===== config.mk =====
export PLATFORM = sky130hd
export DESIGN_NAME = iorl_regs
export DESIGN_NICKNAME = d
export VERILOG_FILES = /design/src/rtl/iorl_pkg.sv /design/src/rtl/iorl_regs.sv
export SDC_FILE = /design/constraint.sdc
export NUM_CORES = 1
export LEC_CHECK = 0
export ABC_AREA = 1
export BUFFER_PORTS_ARGS = -buffer_cell sky130_fd_sc_hd__buf_2
export CORE_AREA = 4 4 376 378
export DETAILED_ROUTE_END_ITERATION = 8
export DIE_AREA = 0 0 380 382
export PLACE_DENSITY = 0.35
export SYNTH_ARGS = -nofsm -noshare
export SYNTH_HDL_FRONTEND = slang
export SYNTH_SLANG_ARGS = --single-unit

===== constraint.sdc =====
create_clock -name clock -period 1.52 [get_ports clock]
set_input_delay 0.228 -clock clock [delete_from_list [all_inputs] [get_ports clock]]
set_output_delay 0.228 -clock clock [all_outputs]
set_load 0.02 [all_outputs]

===== src/rtl/iorl_pkg.sv =====
// constants for the low i/o register space decoder (i/o 0x00 to 0x22)
// assumes a single system clock shared with the processor core
package iorl_pkg;

    // ==========================================================
    // address space
    localparam int unsigned  IORL_NREG       = 35;
    localparam logic [5:0]   IORL_LAST_ADDR  = 6'h22;
    localparam logic [5:0]   IORL_IO_TOP     = 6'h3f;
    localparam logic [5:0]   IORL_BITOP_TOP  = 6'h1f;
    localparam logic [15:0]  IORL_DS_OFFSET  = 16'h0020;
    localparam logic [15:0]  IORL_DS_TOP     = 16'h005f;

    // ==========================================================
    // register offsets (i/o addresses)
    localparam logic [5:0] ADDR_SERIAL_SHIFT_BUFFER       = 6'h00;
    localparam logic [5:0] ADDR_DIGITAL_INPUT_DISABLE     = 6'h01;
    localparam logic [5:0] ADDR_BAUD_DIVIDER_HIGH         = 6'h02;
    localparam logic [5:0] ADDR_UART_CONTROL_C            = 6'h03;
    localparam logic [5:0] ADDR_PIN_CHANGE_MASK_1         = 6'h04;
    localparam logic [5:0] ADDR_PIN_CHANGE_MASK_2         = 6'h05;
    localparam logic [5:0] ADDR_POWER_REDUCTION           = 6'h06;
    localparam logic [5:0] ADDR_BROWNOUT_SLEEP_CONTROL    = 6'h07;
    localparam logic [5:0] ADDR_ANALOG_COMPARATOR_CONTROL = 6'h08;
    localparam logic [5:0] ADDR_BAUD_DIVIDER_LOW          = 6'h09;
    localparam logic [5:0] ADDR_UART_CONTROL_B            = 6'h0a;
    localparam logic [5:0] ADDR_UART_STATUS_A             = 6'h0b;
    localparam logic [5:0] ADDR_UART_DATA                 = 6'h0c;
    localparam logic [5:0] ADDR_SERIAL_SHIFT_CONTROL      = 6'h0d;
    localparam logic [5:0] ADDR_SERIAL_SHIFT_STATUS       = 6'h0e;
    localparam logic [5:0] ADDR_SERIAL_SHIFT_DATA         = 6'h0f;
    localparam logic [5:0] ADDR_PORT_D_PIN_INPUT          = 6'h10;
    localparam logic [5:0] ADDR_PORT_D_DIRECTION          = 6'h11;
    localparam logic [5:0] ADDR_PORT_D_OUTPUT_LATCH       = 6'h12;
    localparam logic [5:0] ADDR_GENERAL_SCRATCH_0         = 6'h13;
    localparam logic [5:0] ADDR_GENERAL_SCRATCH_1         = 6'h14;
    localparam logic [5:0] ADDR_GENERAL_SCRATCH_2         = 6'h15;
    localparam logic [5:0] ADDR_PORT_B_PIN_INPUT          = 6'h16;
    localparam logic [5:0] ADDR_PORT_B_DIRECTION          = 6'h17;
    localparam logic [5:0] ADDR_PORT_B_OUTPUT_LATCH       = 6'h18;
    localparam logic [5:0] ADDR_PORT_A_PIN_INPUT          = 6'h19;
    localparam logic [5:0] ADDR_PORT_A_DIRECTION          = 6'h1a;
    localparam logic [5:0] ADDR_PORT_A_OUTPUT_LATCH       = 6'h1b;
    localparam logic [5:0] ADDR_EEPROM_CONTROL            = 6'h1c;
    localparam logic [5:0] ADDR_EEPROM_DATA               = 6'h1d;
    localparam logic [5:0] ADDR_EEPROM_ADDRESS            = 6'h1e;
    localparam logic [5:0] ADDR_RESERVED_SLOT             = 6'h1f;
    localparam logic [5:0] ADDR_PIN_CHANGE_MASK_0         = 6'h20;
    localparam logic [5:0] ADDR_WATCHDOG_CONTROL          = 6'h21;
    localparam logic [5:0] ADDR_TIMER1_FORCE_COMPARE      = 6'h22;

    // ==========================================================
    // watchdog control fields
    localparam int unsigned WATCHDOG_IRQ_FLAG_BIT      = 7;
    localparam int unsigned WATCHDOG_IRQ_ENABLE_BIT    = 6;
    localparam int unsigned WATCHDOG_CHANGE_ENABLE_BIT = 4;
    localparam int unsigned WATCHDOG_RESET_ENABLE_BIT  = 3;
    localparam logic [7:0]  IORL_WDT_W1C = 8'h01 << WATCHDOG_IRQ_FLAG_BIT;
    localparam logic [7:0]  IORL_WDT_RW  = ~IORL_WDT_W1C;

    // ==========================================================
    // per-register bit classes, indexed by i/o address
    // rw: stored by writes; w1c: set by hardware, cleared by a one;
    // live: read straight from the peripheral side
    localparam logic [7:0] IORL_RW_MASK [IORL_NREG] = '{
        8'h00, 8'h03, 8'h0f, 8'hff, 8'h07, 8'h7f, 8'h0f, 8'h03,
        8'hcf, 8'hff, 8'hfd, 8'h03, 8'hff, 8'hfc, 8'h0f, 8'hff,
        8'h00, 8'h7f, 8'h7f, 8'hff, 8'hff, 8'hff, 8'h00, 8'hff,
        8'hff, 8'h00, 8'h07, 8'h07, 8'h3f, 8'hff, 8'h7f, 8'h00,
        8'hff, IORL_WDT_RW, 8'h00};
    localparam logic [7:0] IORL_W1C_MASK [IORL_NREG] = '{
        8'h00, 8'h00, 8'h00, 8'h00, 8'h00, 8'h00, 8'h00, 8'h00,
        8'h10, 8'h00, 8'h00, 8'h40, 8'h00, 8'h00, 8'he0, 8'h00,
        8'h00, 8'h00, 8'h00, 8'h00, 8'h00, 8'h00, 8'h00, 8'h00,
        8'h00, 8'h00, 8'h00, 8'h00, 8'h00, 8'h00, 8'h00, 8'h00,
        8'h00, IORL_WDT_W1C, 8'h00};
    localparam logic [7:0] IORL_LIVE_MASK [IORL_NREG] = '{
        8'hff, 8'h00, 8'h00, 8'h00, 8'h00, 8'h00, 8'h00, 8'h00,
        8'h20, 8'h00, 8'h02, 8'hbc, 8'hff, 8'h00, 8'h10, 8'h00,
        8'h7f, 8'h00, 8'h00, 8'h00, 8'h00, 8'h00, 8'hff, 8'h00,
        8'h00, 8'h07, 8'h00, 8'h00, 8'h00, 8'h00, 8'h00, 8'h00,
        8'h00, 8'h00, 8'h00};
    localparam logic [7:0] IORL_REG_RESET = 8'h00;

    // ==========================================================
    // single-bit operations
    typedef enum logic [1:0] {
        bit_set_op,
        bit_clear_op,
        skip_on_one_op,
        skip_on_zero_op
    } iorl_bitop_e;

endpackage


===== src/rtl/iorl_regs.sv =====
// register file and decoder for the low i/o register space, 0x00..0x22
// assumes the core presents at most one access per cycle; if several
// arrive together the i/o path wins, then load/store, then bit ops
`timescale 1ns/1ns

// Behaviour
// RULE1: bit set and clear work only on i/o addresses 0x00 to 0x1F.
// RULE2: a bit of a bit-accessible register can be tested to skip on one or zero.
// RULE3: a status flag is cleared by writing one to it, and writing zero leaves it.
// RULE4: bit set or clear changes only the addressed bit and clears no other flag.
// RULE5: the i/o read and write path addresses registers by i/o address 0x00 to 0x3F.
// RULE6: on the load/store path every register appears at its i/o address plus 0x20.
// RULE7: software never writes reserved i/o addresses such as 0x1F.
// RULE8: software writes zero to reserved bits whenever it writes a register.
// RULE9: watchdog control sits at 0x21 with flag 7, irq enable 6, change enable 4, reset enable 3.
// RULE10: reserved bits and addresses read zero and writes to them change nothing.
// RULE11: a load/store address minus the offset gives the i/o address of the same register.
module iorl_regs
    import iorl_pkg::*;
#(
    parameter int unsigned DS_AW = 16
) (
    input  wire logic                        clock,
    input  wire logic                        rst_n,
    input  wire logic                        io_read,
    input  wire logic                        io_write,
    input  wire logic [5:0]                  io_addr,
    input  wire logic [7:0]                  io_wdata,
    input  wire logic                        memory_read_op,
    input  wire logic                        memory_write_op,
    input  wire logic [DS_AW-1:0]            mem_addr,
    input  wire logic [7:0]                  mem_wdata,
    input  wire logic                        bit_op_valid,
    input  wire iorl_bitop_e                 bit_op,
    input  wire logic [4:0]                  bit_addr,
    input  wire logic [2:0]                  bit_sel,
    input  wire logic [IORL_NREG-1:0][7:0]   live_in,
    input  wire logic [IORL_NREG-1:0][7:0]   flag_set,
    output logic      [7:0]                  rd_data_q,
    output logic                             rd_valid_q,
    output logic                             rd_hit_q,
    output logic                             skip_valid_q,
    output logic                             skip_taken_q,
    output logic      [IORL_NREG-1:0]        wr_strobe_q,
    output logic      [7:0]                  wr_data_q,
    output logic      [7:0]                  wr_mask_q,
    output logic      [IORL_NREG-1:0][7:0]   reg_out,
    output logic                             watchdog_irq_flag,
    output logic                             watchdog_irq_enable,
    output logic                             watchdog_change_enable,
    output logic                             watchdog_reset_enable
);

    // ==========================================================
    // helpers
    function automatic logic [7:0] bit_onehot(input logic [2:0] sel);
        bit_onehot = 8'h01 << sel;
    endfunction

    localparam logic [DS_AW-1:0] DS_LO = DS_AW'(IORL_DS_OFFSET);
    localparam logic [DS_AW-1:0] DS_HI = DS_AW'(IORL_DS_TOP);

    // ==========================================================
    // load/store window translation
    logic [DS_AW-1:0] mem_diff;
    logic [5:0]       mem_io_addr;
    logic             mem_in_io;

    assign mem_in_io   = (mem_addr >= DS_LO) && (mem_addr <= DS_HI); // RULE6
    assign mem_diff    = mem_addr - DS_LO; // RULE11
    assign mem_io_addr = mem_diff[5:0]; // RULE11

    // ==========================================================
    // access arbitration
    logic       io_acc;
    logic       mem_acc;
    logic       bit_wr;
    logic       skip_req;
    logic [5:0] acc_addr;
    logic       acc_wr;
    logic       acc_rd;
    logic [7:0] acc_wdata;
    logic [7:0] acc_wmask;
    logic       acc_hit;

    assign io_acc   = io_read | io_write; // RULE5
    assign mem_acc  = (memory_read_op | memory_write_op) & mem_in_io;
    // a 5-bit bit address cannot reach above 0x1f
    assign bit_wr   = ~io_acc & ~mem_acc & bit_op_valid
                    & ((bit_op == bit_set_op) | (bit_op == bit_clear_op)); // RULE1
    assign skip_req = ~io_acc & ~mem_acc & bit_op_valid
                    & ((bit_op == skip_on_one_op)
                    |  (bit_op == skip_on_zero_op)); // RULE2

    assign acc_addr  = io_acc  ? io_addr
                     : mem_acc ? mem_io_addr
                     : {1'b0, bit_addr}; // RULE5 RULE11
    assign acc_wr    = io_acc  ? io_write
                     : mem_acc ? memory_write_op
                     : bit_wr;
    assign acc_rd    = io_acc  ? io_read
                     : mem_acc ? memory_read_op
                     : 1'b0;
    // bit set writes a one, bit clear a zero, both into one lane only
    assign acc_wdata = (io_acc | mem_acc) ? (io_acc ? io_wdata : mem_wdata)
                     : {8{bit_op == bit_set_op}};
    assign acc_wmask = (io_acc | mem_acc) ? 8'hff
                     : bit_onehot(bit_sel); // RULE4
    assign acc_hit   = acc_addr <= IORL_LAST_ADDR;

    // ==========================================================
    // register bank
    logic [7:0] regs_q [IORL_NREG];
    logic [7:0] view   [IORL_NREG];
    logic [IORL_NREG-1:0] wr_sel;

    genvar r;
    generate
        for (r = 0; r < IORL_NREG; r++) begin : g_reg
            logic [7:0] we_rw;
            logic [7:0] clr;
            logic [7:0] regs_d;

            assign wr_sel[r] = acc_wr & acc_hit & (acc_addr == 6'(r));
            assign we_rw     = {8{wr_sel[r]}} & acc_wmask & IORL_RW_MASK[r];
            // only bits inside the write mask can clear a flag
            assign clr       = {8{wr_sel[r]}} & acc_wmask & acc_wdata
                             & IORL_W1C_MASK[r]; // RULE3 RULE4
            // a flag raised in the same cycle as its clear survives
            assign regs_d    = (((regs_q[r] & ~we_rw) | (acc_wdata & we_rw))
                             & ~clr | (flag_set[r] & IORL_W1C_MASK[r]))
                             & (IORL_RW_MASK[r] | IORL_W1C_MASK[r]); // RULE3 RULE10

            always_ff @(posedge clock or negedge rst_n) begin
                if (!rst_n) begin
                    regs_q[r] <= IORL_REG_RESET;
                end else begin
                    regs_q[r] <= regs_d;
                end
            end

            // live bits bypass storage; anything unclassed reads zero
            assign view[r]    = (regs_q[r] & (IORL_RW_MASK[r]
                              | IORL_W1C_MASK[r]) & ~IORL_LIVE_MASK[r])
                              | (live_in[r] & IORL_LIVE_MASK[r]); // RULE10
            assign reg_out[r] = regs_q[r];
        end
    endgenerate

    // ==========================================================
    // read and skip answers
    logic [7:0] rd_mux;
    logic       skip_bit;
    logic       skip_hit;

    assign rd_mux   = acc_hit ? view[acc_addr] : 8'h00; // RULE10
    assign skip_bit = view[{1'b0, bit_addr}][bit_sel]; // RULE2
    assign skip_hit = (bit_op == skip_on_one_op) ? skip_bit : ~skip_bit; // RULE2

    always_ff @(posedge clock or negedge rst_n) begin
        if (!rst_n) begin
            rd_data_q    <= 8'h00;
            rd_valid_q   <= 1'b0;
            rd_hit_q     <= 1'b0;
            skip_valid_q <= 1'b0;
            skip_taken_q <= 1'b0;
        end else begin
            rd_data_q    <= acc_rd ? rd_mux : 8'h00;
            rd_valid_q   <= acc_rd;
            rd_hit_q     <= acc_rd & acc_hit;
            skip_valid_q <= skip_req;
            skip_taken_q <= skip_req & skip_hit;
        end
    end

    // ==========================================================
    // write notification for peripherals with strobe-only bits
    // strobes fire on any write to 0x00..0x22, so units such as the data buffer can
    // react even to bits that are not stored here
    always_ff @(posedge clock or negedge rst_n) begin
        if (!rst_n) begin
            wr_strobe_q <= '0;
            wr_data_q   <= 8'h00;
            wr_mask_q   <= 8'h00;
        end else begin
            wr_strobe_q <= wr_sel;
            wr_data_q   <= acc_wr ? acc_wdata : 8'h00;
            wr_mask_q   <= acc_wr ? acc_wmask : 8'h00;
        end
    end

    // ==========================================================
    // watchdog control fields
    assign watchdog_irq_flag      =
        regs_q[ADDR_WATCHDOG_CONTROL][WATCHDOG_IRQ_FLAG_BIT]; // RULE9
    assign watchdog_irq_enable    =
        regs_q[ADDR_WATCHDOG_CONTROL][WATCHDOG_IRQ_ENABLE_BIT]; // RULE9
    assign watchdog_change_enable =
        regs_q[ADDR_WATCHDOG_CONTROL][WATCHDOG_CHANGE_ENABLE_BIT]; // RULE9
    assign watchdog_reset_enable  =
        regs_q[ADDR_WATCHDOG_CONTROL][WATCHDOG_RESET_ENABLE_BIT]; // RULE9

endmodule // iorl_regs


* Word level (Yosys, flattened, before mapping) *
Index checks and enable logic that the tools add are counted.

operators by class
  add/subtract/negate cells = 1
  magnitude comparators = 6
  equality and inequality tests = 37
  shift-type cells = 1
  multiplexer cells = 22
  bitwise logic cells = 218
  reduce and logical (&&, ||, !) cells = 3

operators by type and width
  operator                                                                           number
  8-bit bitwise AND                                                                  51
  8-bit bitwise OR                                                                   18
  8-bit inverter                                                                     16
  7-bit bitwise AND                                                                  16
  8-bit binary-select mux with 6-bit select                                          2
  6-bit by 5-bit == test with 1-bit output, second input constant                    16
  8-bit 2-to-1 mux                                                                   11
  6-bit by 4-bit == test with 1-bit output, second input constant                    8
  1-bit bitwise AND                                                                  43
  7-bit bitwise OR                                                                   6
  7-bit inverter                                                                     5
  3-bit bitwise AND                                                                  9
  4-bit bitwise AND                                                                  6
  6-bit by 3-bit == test with 1-bit output, second input constant                    4
  6-bit bitwise AND                                                                  3
  6-bit == test, second input constant                                               3
  16-bit by 6-bit >= comparator with 1-bit output, second input constant             1
  16-bit by 7-bit less-or-equal comparator with 1-bit output, second input constant  1
  8-bit by 5-bit bitwise OR with 8-bit output                                        2
  7-bit >= comparator, second input constant                                         2
  2-bit bitwise AND                                                                  6
  6-bit by 2-bit == test with 1-bit output, second input constant                    2
  6-bit 2-to-1 mux                                                                   2
  3-bit inverter                                                                     3
  34 further kinds                                                                   52

word-level totals
  register bits after elaboration = 244
  input port bits = 615
  output and inout port bits = 347
  word-level logic and storage cells = 325

* Longest topological paths before layout *
Gate-level depths: netlist (run 1).

  depth in word-level cells = 17
  depth in mapped cells = 20

* Least setup slack after synthesis (run 1) *
Ideal clock, no wire load.

  kind = input-to-reg
  start = input mem_addr[9]
  end = register (tool-made name)
  setup time = 132 ps
  arrival time = 2008 ps
  slack = -620 ps
  stages = 18
  cell sequence = nor2_1 -> nand2_1 -> nor2_4 -> nand2_2 -> buf_6 -> nand2_1 -> nand3_2 -> nand2_4 -> inv_2 -> nor2_4 -> nand3_1 -> nand3_4 -> nand2_4 -> inv_4 -> nand2_2 -> buf_4 -> nand2_1 -> o21ai_1

RTL lines
  what         line             RTL
  from (decl)  iorl_regs.sv:31  input wire logic [DS_AW-1:0] mem_addr,

==> results of run 1 <==
-- kinds of logic (layout without fill, tap and decap cells) --
| logic type | count (synthesis) | after routing |
|---|---|---|
| DFF | 244 | 244 |
| other | 1 | 105 |
| and+or+nand+nor | 1306 | 1309 |
| buffers and inverters | 464 | 1315 |
| AOI/OAI and AO/OA | 336 | 336 |
-- power by group --
part,total (mW),internal [mW],switching [mW]
Combinational,10.7,4.00,6.69
Clock,8.96,5.18,3.78
Sequential,7.68,7.16,0.516
-- tightest hold or removal path, stage by stage --
cell and delay [ns]:
buf_2 0.11, inv_1 0.07, buf_4 0.12, a21oi_1 0.04
nor2_1 0.09
-- per-stage QoR --
step / cell area (sq um) / power [mW] / std cells
floorplan: 16600 / 11.6 / 2449
global placement: 24400 / 17.3 / 4926
detailed placement: 24400 / 17.3 / 4926
CTS: 27600 / 27.3 / 5065
global route: 28400 / 28.6 / 5097
finish: 28400 / 27.3 / 5103
-- area by class of cell --
type	count	area [sq um]
well taps	1794	2240
flip-flops and latches	244	6110
multi-input cells	1744	9260
repair buffers	1024	8660
fillers	15600	109000
diodes	6	15.0
inverters	227	897
clock inverters	21	243
clock buffers	43	977
-- routing by layer --
metal  track usage  wire length, um  vias up
li1              -                -     9376
met1         0.230            56700    10100
met2         0.257            54500      888
met3        0.0530            12700      122
met4        0.0275             2370        6
met5             0               30        -
-- final timing paths --
check,from,to,slack (ns),cells past startpoint
worst max-delay path,mem_addr[14],flop,-0.43,19
worst min-delay path,bit_op[0],skip_taken_q$_DFF_PN0_,0.12,5
worst max register to register,flop,skip_taken_q$_DFF_PN0_,-0.41,12
worst min register to register,flop,flop,0.50,2
max in group asynchronous,rst_n,asynchronous set/reset pin,0.75,3
min in group asynchronous,rst_n,asynchronous set/reset pin,0.15,2
-- cells in the mapped netlist (2+ instances only) --
cell type,count,area share
nand2_1,773,0.18
dfrtp_1,244,0.38
inv_1,219,0.052
o21ai_0,169,0.053
nand4_1,167,0.066
nor2_1,164,0.039
nand3_1,126,0.040
buf_4,114,0.054
o21ai_1,87,0.027
clkbuf_1,75,0.018
a21oi_1,48,0.015
buf_2,30,0.0095
buf_1,16,0.0038
nor3_1,14,0.0044
o211ai_1,12,0.0057
nand2_2,11,0.0043
nand3b_1,10,0.0047
o21bai_1,8,0.0038
nor2_2,7,0.0028
o22ai_1,7,0.0028
nand2_4,6,0.0043
nor3_2,6,0.0038
or2_2,6,0.0024
inv_2,5,0.0012
nor2_4,4,0.0028
nor3_4,4,0.0041
nand3_2,3,0.0019
nor4_1,3,0.0012
a22oi_1,2,0.00094
buf_6,2,0.0014
clkinv_1,2,0.00047
-- what timing repair did --
action	CTS	global route
endpoints found under the setup margin	381	394
hold endpoints to repair	251	0
hold buffers	8	0
resized for setup	258	190
buffers inserted	56	42
cloned	17	3
pin swaps	80	108
==> impl_metrics.json, run 1 <==
{
  "outcome": "finished with violations",
  "failed_checks": "negative setup slack",
  "remaining_drc_errors": 0,
  "yosys.area_share.simple": 0.365,
  "io_pins": 962,
  "slew_viol_final": 0,
  "layout_setup_ws_ns": -0.432,
  "die_width_um": 380,
  "grt_max_degree": 44,
  "grt_antenna_before_repair": 20,
  "fin_worst_skew_ns": 0.0222,
  "finalSetupTns_ns": -78.56,
  "dpl_worst_slack_ns": -1.36,
  "wl_per_cell_um": 24.7,
  "whs_ns": 0.115,
  "synth_compound_area_frac": 0.110,
  "first_pass_iters": 5,
  "rsz0062_at_grt": "yes",
  "report.final.setup_viol": 317,
  "syn-mean-instance-area_sq_um": 6.76,
  "grt_pass1_wl_um": 171000,
  "yosysSeqAreaShare": 0.384,
  "p_leak_nw": 14.0,
  "async_reset_ff_frac": 1.00,
  "synth_edf_count": 0,
  "numPortBuffers": 350,
  "die_y_um": 382,
  "layout_common_cells": "nand2_1 (728), buf_4 (487), buf_2 (342), dfrtp_1 (244), inv_1 (200)",
  "die_area_sq_um": 145000,
  "hp-class": "in2reg",
  "vias_per_cell": 4.01,
  "fmax_ghz": 0.512,
  "critPathLaunchType": "input port",
  "core_area_sq_um": 137000,
  "synth_top_family_by_area": "simple AND/OR/NAND/NOR gates",
  "start_util": 0.116,
  "synth-seq-cells": 244,
  "synth_mux_area_frac": 0,
  "dpl.hpwl_um": 100000,
  "cp-end-kind": "flop",
  "syn_inst": 2351,
  "cts.htree.levels": 2,
  "critPathKind": "in2reg",
  "cp_data_arrival_time_ns": 2.45,
  "crit_buf_inv": 7,
  "period_minus_slack_ns": 1.95,
  "grt_pass1_vias": 20100,
  "cp_top_family": "simple AND/OR/NAND/NOR gates",
  "cts_root_buffer": "clkbuf_16",
  "synthXorXnorAreaFrac": 0,
  "drive_gt1_frac": 0.405,
  "crit_chain": "buf_6 -> nor2_4 -> nand2_2 -> nor2_4 -> nand2_4 -> buf_6 -> nand2_4 -> nand3_4 -> nand2_8 -> inv_6 -> nor2_4 -> nand3_2 -> nand3_4 -> buf_4 -> buf_12 -> buf_4 -> nand3_2 -> buf_6 -> o21ai_1",
  "ys.flop_type": "dfrtp_1",
  "grt_util_all_layers": 0.167,
  "critPathRequiredTime_ns": 2.02,
  "powerDensity_nw_per_um2": 962,
  "yosys_warnings": 0,
  "overflow": 0,
  "nets": 3892,
  "placementRows": 136,
  "clk_pin_slew_ns": 0.06,
  "tritoncts": "done",
  "cp_slowest_cell": "nor2_4",
  "period_share": 1.28,
  "drv_cap": 0,
  "synthesis.area_sq_um": 15900,
  "slowest_delay_ns": 0.19,
  "layout_commonest_cell": "nand2_1",
  "fin_util": 0.207,
  "clkLatencyLatePin_ns": 0.58,
  "peakVddDrop_mv": 0.658,
  "yosysUniqueCellTypes": 38,
  "synth_fa_ha_area_frac": 0,
  "cts_max_path_buffers": 3,
  "area_growth_pct": 78.7,
  "cts.sink_count": 244,
  "gp_congestion": 0.885,
  "drt-total-wl_um": 126000,
  "numCtsBuffers": 36,
  "drt_iter0_drc": 1763,
  "num_vias": 20500,
  "ant_nets": 0,
  "worstPathMaxFanout": 6,
  "hold_violations": 0
}
Note: power is estimated with default switching activity, not from simulation.
==> run 2, diff against run 1 <==
--- a/config.mk
+++ b/config.mk
@@ -7,9 +7,9 @@
 export LEC_CHECK = 0
 export ABC_AREA = 1
 export BUFFER_PORTS_ARGS = -buffer_cell sky130_fd_sc_hd__buf_2
-export CORE_AREA = 4 4 376 378
+export CORE_AREA = 2 2 374 376
 export DETAILED_ROUTE_END_ITERATION = 8
-export DIE_AREA = 0 0 380 382
+export DIE_AREA = 0 0 376 378
 export PLACE_DENSITY = 0.35
 export SYNTH_ARGS = -nofsm -noshare
 export SYNTH_HDL_FRONTEND = slang
==> impl_metrics.json, run 2 (synthesis gave the netlist of run 1 again) <==
{
  "slew_viol_final": 0,
  "cp_data_arrival_time_ns": 2.43,
  "grt_util_all_layers": 0.172,
  "critPathRequiredTime_ns": 1.99,
  "clkLatencyLatePin_ns": 0.58,
  "cts_max_path_buffers": 3,
  "hp-class": "in2reg",
  "worstPathMaxFanout": 7,
  "num_vias": 20700,
  "peakVddDrop_mv": 0.751,
  "ant_nets": 0,
  "drt_iter0_drc": 1859,
  "grt_pass1_vias": 20000,
  "cts.htree.levels": 2,
  "dpl.hpwl_um": 99300,
  "critPathLaunchType": "input port",
  "outcome": "finished with violations",
  "fmax_ghz": 0.509,
  "period_minus_slack_ns": 1.96,
  "slowest_delay_ns": 0.19,
  "gp_congestion": 0.877,
  "dpl_worst_slack_ns": -1.34,
  "placementRows": 137,
  "vias_per_cell": 4.05,
  "report.final.setup_viol": 233,
  "gr-usage-met2": 0.261,
  "layout_commonest_cell": "nand2_1",
  "first_pass_iters": 5,
  "swShare": 0.393,
  "drive_gt1_frac": 0.400,
  "fill_cells": 15600,
  "hold_violations": 0,
  "die_area_sq_um": 142000,
  "die_y_um": 378,
  "met1_usage": 0.238,
  "critPathKind": "in2reg",
  "start_util": 0.115,
  "fin_worst_skew_ns": 0.0238,
  "grt_util_met3": 0.0511,
  "p_int_mw": 16.7,
  "grt_pass1_wl_um": 170000,
  "p_leak_nw": 14.1,
  "crit_chain": "buf_2 -> nor2_4 -> nand2_2 -> nor2_4 -> nand2_4 -> buf_6 -> nand2_4 -> nand3_4 -> nand2_4 -> buf_8 -> nand2_4 -> nor2_4 -> nand2_2 -> nand3_4 -> buf_12 -> buf_12 -> buf_16 -> buf_4 -> nand4_1 -> nand2_1 -> o21ai_2",
  "power.total_mw": 27.5,
  "cp-end-kind": "flop",
  "seqPwrFrac": 0.280,
  "rsz0062_at_grt": "yes",
  "area_growth_pct": 83.7,
  "period_share": 1.29,
  "nets": 3899,
  "cts.sink_count": 244,
  "p_sw_mw": 10.8,
  "wl_per_cell_um": 24.7,
  "busiest_layer": "met2",
  "p_comb_frac": 0.417,
  "die_width_um": 376,
  "layout_setup_ws_ns": -0.445,
  "clock_power_share": 0.303,
  "tritoncts": "done",
  "cp_slowest_cell": "nor2_4",
  "finalSetupTns_ns": -79.55,
  "numPortBuffers": 350,
  "layout_common_cells": "nand2_1 (742), buf_4 (453), dfrtp_1 (236), buf_2 (220), buf_6 (214)",
  "remaining_drc_errors": 0,
  "whs_ns": 0.0683,
  "grt_antenna_before_repair": 15,
  "core_area_sq_um": 139000,
  "clk_pin_slew_ns": 0.06,
  "overflow": 0,
  "io_pins": 962,
  "drv_cap": 0,
  "cts_root_buffer": "clkbuf_16",
  "drt-total-wl_um": 127000,
  "powerDensity_nw_per_um2": 944,
  "worst_path_most_repeated_cell": "nand2_4",
  "numCtsBuffers": 35,
  "grt_max_degree": 67,
  "failed_checks": "negative setup slack"
}
[run 2: metrics by stage]
| stage | util | instances | cell area (sq um) |
|---|---|---|---|
| after floorplan | - | 2449 | 16600 |
| after global placement | 0.176 | 4955 | 24400 |
| after detailed placement | 0.176 | 4955 | 24400 |
| after CTS | 0.205 | 5095 | 28400 |
| after global routing | 0.211 | 5113 | 29200 |
| final | 0.211 | 5114 | 29200 |
[run 2: metal layers]
layer	wire length (um)	vias up
li1	-	9396
met1	57400	10100
met2	53800	1013
met3	12300	143
met4	3080	12
met5	71	-
[run 2: timing repair]
item / 4_1_cts / 5_1_grt
pin swaps: 81 / 70
cloned: 15 / 6
setup buffers: 67 / 39
endpoints found under the hold margin: 214 / 0
resized for setup: 549 / 204
endpoints found under the setup margin: 359 / 303
hold buffers: 7 / 0
[run 2: area by class of cell]
class                   instances  area (sq um)  share of cell area
diodes                          1          2.50           0.0000857
clock buffers                  51          1030              0.0352
clock inverters                 8          88.8             0.00304
inverters                     227           886              0.0304
multi-input cells            1742          9020               0.309
flip-flops and latches        244          6120               0.210
well taps                    1807          2260              0.0775
repair buffers               1034          9780               0.335
[run 2: power by group through the flow]
stage | Combinational [mW] | Clock (mW) | Sequential, mW
finish | 11.5 | 8.36 | 7.71
floorplan | 3.04 | 0 | 8.59
global placement | 9.54 | 0 | 7.78
global route | 12.2 | 8.82 | 7.77
CTS | 11.2 | 8.57 | 7.70
detailed placement | 9.53 | 0 | 7.78
[run 2: final timing paths]
kind	startpoint	end	slack, ns	cells after the start
min reg2reg	flop	flop	0.49	2
max	mem_addr[12]	flop	-0.44	21
min	bit_op_valid	skip_taken_q$_DFF_PN0_	0.07	5
min in group asynchronous	rst_n	asynchronous set/reset pin	0.11	2
max in group asynchronous	rst_n	wr_strobe_q[2]$_DFF_PN0_	0.71	3
max reg2reg	flop	skip_taken_q$_DFF_PN0_	-0.43	12
[run 2: worst max-delay path: cells and delay by family]
kind            cells  cell delay, ns
compound gates      1            0.07
simple gates       13            1.20
buf+inv             7            0.92
==> run 3, diff against run 2 <==
==> config.mk (replaced) <==
export PLATFORM = sky130hd
export DESIGN_NAME = iorl_regs
export DESIGN_NICKNAME = d
export VERILOG_FILES = /design/src/rtl/iorl_pkg.sv /design/src/rtl/iorl_regs.sv
export SDC_FILE = /design/constraint.sdc
export NUM_CORES = 1
export LEC_CHECK = 0
export BUFFER_PORTS_ARGS = -buffer_cell sky130_fd_sc_hd__buf_2
export CORE_AREA = 2 2 378 380
export DETAILED_ROUTE_END_ITERATION = 8
export DIE_AREA = 0 0 380 382
export PLACE_DENSITY = 0.33
export SYNTH_ARGS = -nofsm -noshare
export SYNTH_HDL_FRONTEND = slang
export SYNTH_SLANG_ARGS = --single-unit
==> impl_metrics.json, run 3 <==
{
  "layout_commonest_cell": "buf_4",
  "cp-end-kind": "flop",
  "grt_antenna_before_repair": 45,
  "yosysMostFrequentCell": "dfrtp_1",
  "die_y_um": 382,
  "peakVddDrop_mv": 0.750,
  "grt_pass1_wl_um": 160000,
  "report.final.setup_viol": 256,
  "dpl_worst_slack_ns": -1.68,
  "critPathKind": "reg2reg",
  "gr-usage-met2": 0.237,
  "busiest_layer": "met2",
  "ant_nets": 0,
  "cts.sink_count": 244,
  "powerDensity_nw_per_um2": 1020,
  "synth_top_area_frac": 0.417,
  "layout_setup_ws_ns": -0.920,
  "period_minus_slack_ns": 2.44,
  "wl_per_cell_um": 29.3,
  "core_area_sq_um": 141000,
  "hold_violations": 0,
  "numCtsBuffers": 37,
  "drt-total-wl_um": 128000,
  "num_vias": 17500,
  "crit_chain": "mux4_2 -> mux4_2 -> mux2i_2 -> nor2_2 -> nor4_2 -> buf_4 -> a211oi_4 -> mux2i_4",
  "overflow": 0,
  "cp_top_family": "multiplexers",
  "cts_max_path_buffers": 3,
  "synthesis.area_sq_um": 14600,
  "async_reset_ff_frac": 1.00,
  "grt_util_met3": 0.0673,
  "yosysUniqueCellTypes": 87,
  "numPortBuffers": 350,
  "fill_cells": 15400,
  "fin_worst_skew_ns": 0.0288,
  "clkLatencyLatePin_ns": 0.58,
  "ys.flop_type": "dfrtp_1",
  "grt_util_all_layers": 0.162,
  "outcome": "finished with violations",
  "drive_gt1_frac": 0.684,
  "first_pass_iters": 5,
  "synth_edf_count": 0,
  "synthTopCellsByCount": "dfrtp_1 (244), o21ai_0 (176), o31ai_1 (169), buf_4 (114), clkbuf_1 (95)",
  "vias_per_cell": 4.00,
  "critPathRequiredTime_ns": 1.97,
  "fmax_ghz": 0.410,
  "grt_max_degree": 54,
  "clk_pin_slew_ns": 0.06,
  "period_share": 1.61,
  "synth.largest_area_cell": "dfrtp_1",
  "syn_inst": 1479,
  "drv_cap": 0,
  "syn-mean-instance-area_sq_um": 9.89,
  "gp_congestion": 0.850,
  "start_util": 0.104,
  "placementRows": 138,
  "p_leak_nw": 13.6,
  "met1_usage": 0.224,
  "grt_pass1_vias": 16600,
  "tritoncts": "done",
  "slew_viol_final": 0,
  "layout_common_cells": "buf_4 (387), buf_6 (331), dfrtp_1 (233), buf_2 (184), conb_1 (99)",
  "relSlewSlack": 0.518,
  "slowest_delay_ns": 0.56,
  "drt_iter0_drc": 1384,
  "failed_checks": "negative setup slack",
  "nets": 3057,
  "dpl.hpwl_um": 93700,
  "io_pins": 962,
  "finalNonFillerCells": 4366,
  "synth-seq-cells": 244,
  "worstPathMaxFanout": 2,
  "seq_area_sq_um": 6120,
  "remaining_drc_errors": 0,
  "die_width_um": 380,
  "cp_slowest_cell": "mux4_2",
  "worst_path_most_repeated_cell": "mux4_2",
  "yosys_warnings": 0,
  "critPathLaunchType": "flop",
  "die_area_sq_um": 145000,
  "yosysSeqAreaShare": 0.417,
  "cts_root_buffer": "clkbuf_16",
  "cts.htree.levels": 2,
  "cp_data_arrival_time_ns": 2.89,
  "multiInputGateArea_sq_um": 10800,
  "crit_buf_inv": 1,
  "rsz0062_at_grt": "yes",
  "synth.area.top_cells": "dfrtp_1 (42%), o31ai_1 (8.7%), o21ai_0 (6.0%), buf_4 (5.9%), mux4_2 (5.2%)",
  "dpl.cell_count": 4098,
  "tightest_slew_ns": 0.721,
  "hp-class": "in2reg",
  "area_growth_pct": 117
}
[run 3: cell type report]
class	instances	share of cell area
Inverter	35	0.00474
Clock inverter	15	0.00719
Clock buffer	51	0.0331
Timing Repair Buffer	1072	0.345
Tap cell	1890	0.0747
Antenna cell	7	0.000553
Multi-Input combinational cell	1052	0.341
Sequential cell	244	0.193
[run 3: worst paths after layout]
path / start / to / slack, ns / cells past startpoint
setup / recovery: flop / skip_taken_q$_DFF_PN0_ / -0.92 / 8
hold / removal: bit_op_valid / skip_valid_q$_DFF_PN0_ / 0.07 / 4
setup reg to reg: flop / skip_taken_q$_DFF_PN0_ / -0.92 / 8
hold reg to reg: flop / flop / 0.51 / 2
max in group asynchronous: rst_n / asynchronous set/reset pin / 0.74 / 3
min in group asynchronous: rst_n / asynchronous set/reset pin / 0.10 / 2
[run 3: worst reg2reg max path: stages, from the launching register on]
cell	delay (ns)
dfrtp_1	0.39
mux4_2	0.47
mux4_2	0.56
mux2i_2	0.23
nor2_2	0.06
nor4_2	0.13
buf_4	0.17
a211oi_4	0.07
mux2i_4	0.23
[run 3: kinds of logic (layout without fill, tap and decap cells)]
family          count (synthesis)  in the layout  synth area share
compound gates                543            543             0.258
flops                         244            244             0.417
simple gates                  285            288             0.103
buf+inv                       284           1173             0.107
xor+xnor                        1              1          0.000599
other cells                     1            106          0.000256
mux                           121            121             0.115
[run 3: report_power, final]
part | total [mW] | switching (mW) | internal, mW
registers | 8.14 | 0.693 | 7.44
clock network | 9.16 | 3.75 | 5.41
logic | 15.1 | 8.28 | 6.86
[run 3: timing repair]
action	CTS	global route
endpoints found under the setup margin	392	409
hold buffers	7	0
gates resized for setup	497	1023
setup buffers	104	97
pin swaps	180	170
cloned	26	22
endpoints found under the hold margin	250	0
[run 3: stage by stage]
step	power [mW]	hold WS, ns	instance area [sq um]	setup TNS, ns	util
after CTS	29.5	0.0360	27300	-164.84	0.193
final	32.4	0.0653	31700	-174.79	0.225
after detailed placement	18.9	0.119	22800	-317.25	0.162
after floorplan	12.6	-0.0676	15600	-185.23	-
after global placement	18.9	0.120	22800	-314.88	0.162
after global routing	33.7	0.0607	31700	-200.15	0.225
[run 3: routing by layer]
metal	share of wire	routed length [um]
met1	0.44	56300
met2	0.42	53400
met3	0.12	15700
met4	0.018	2320
met5	0.0012	148
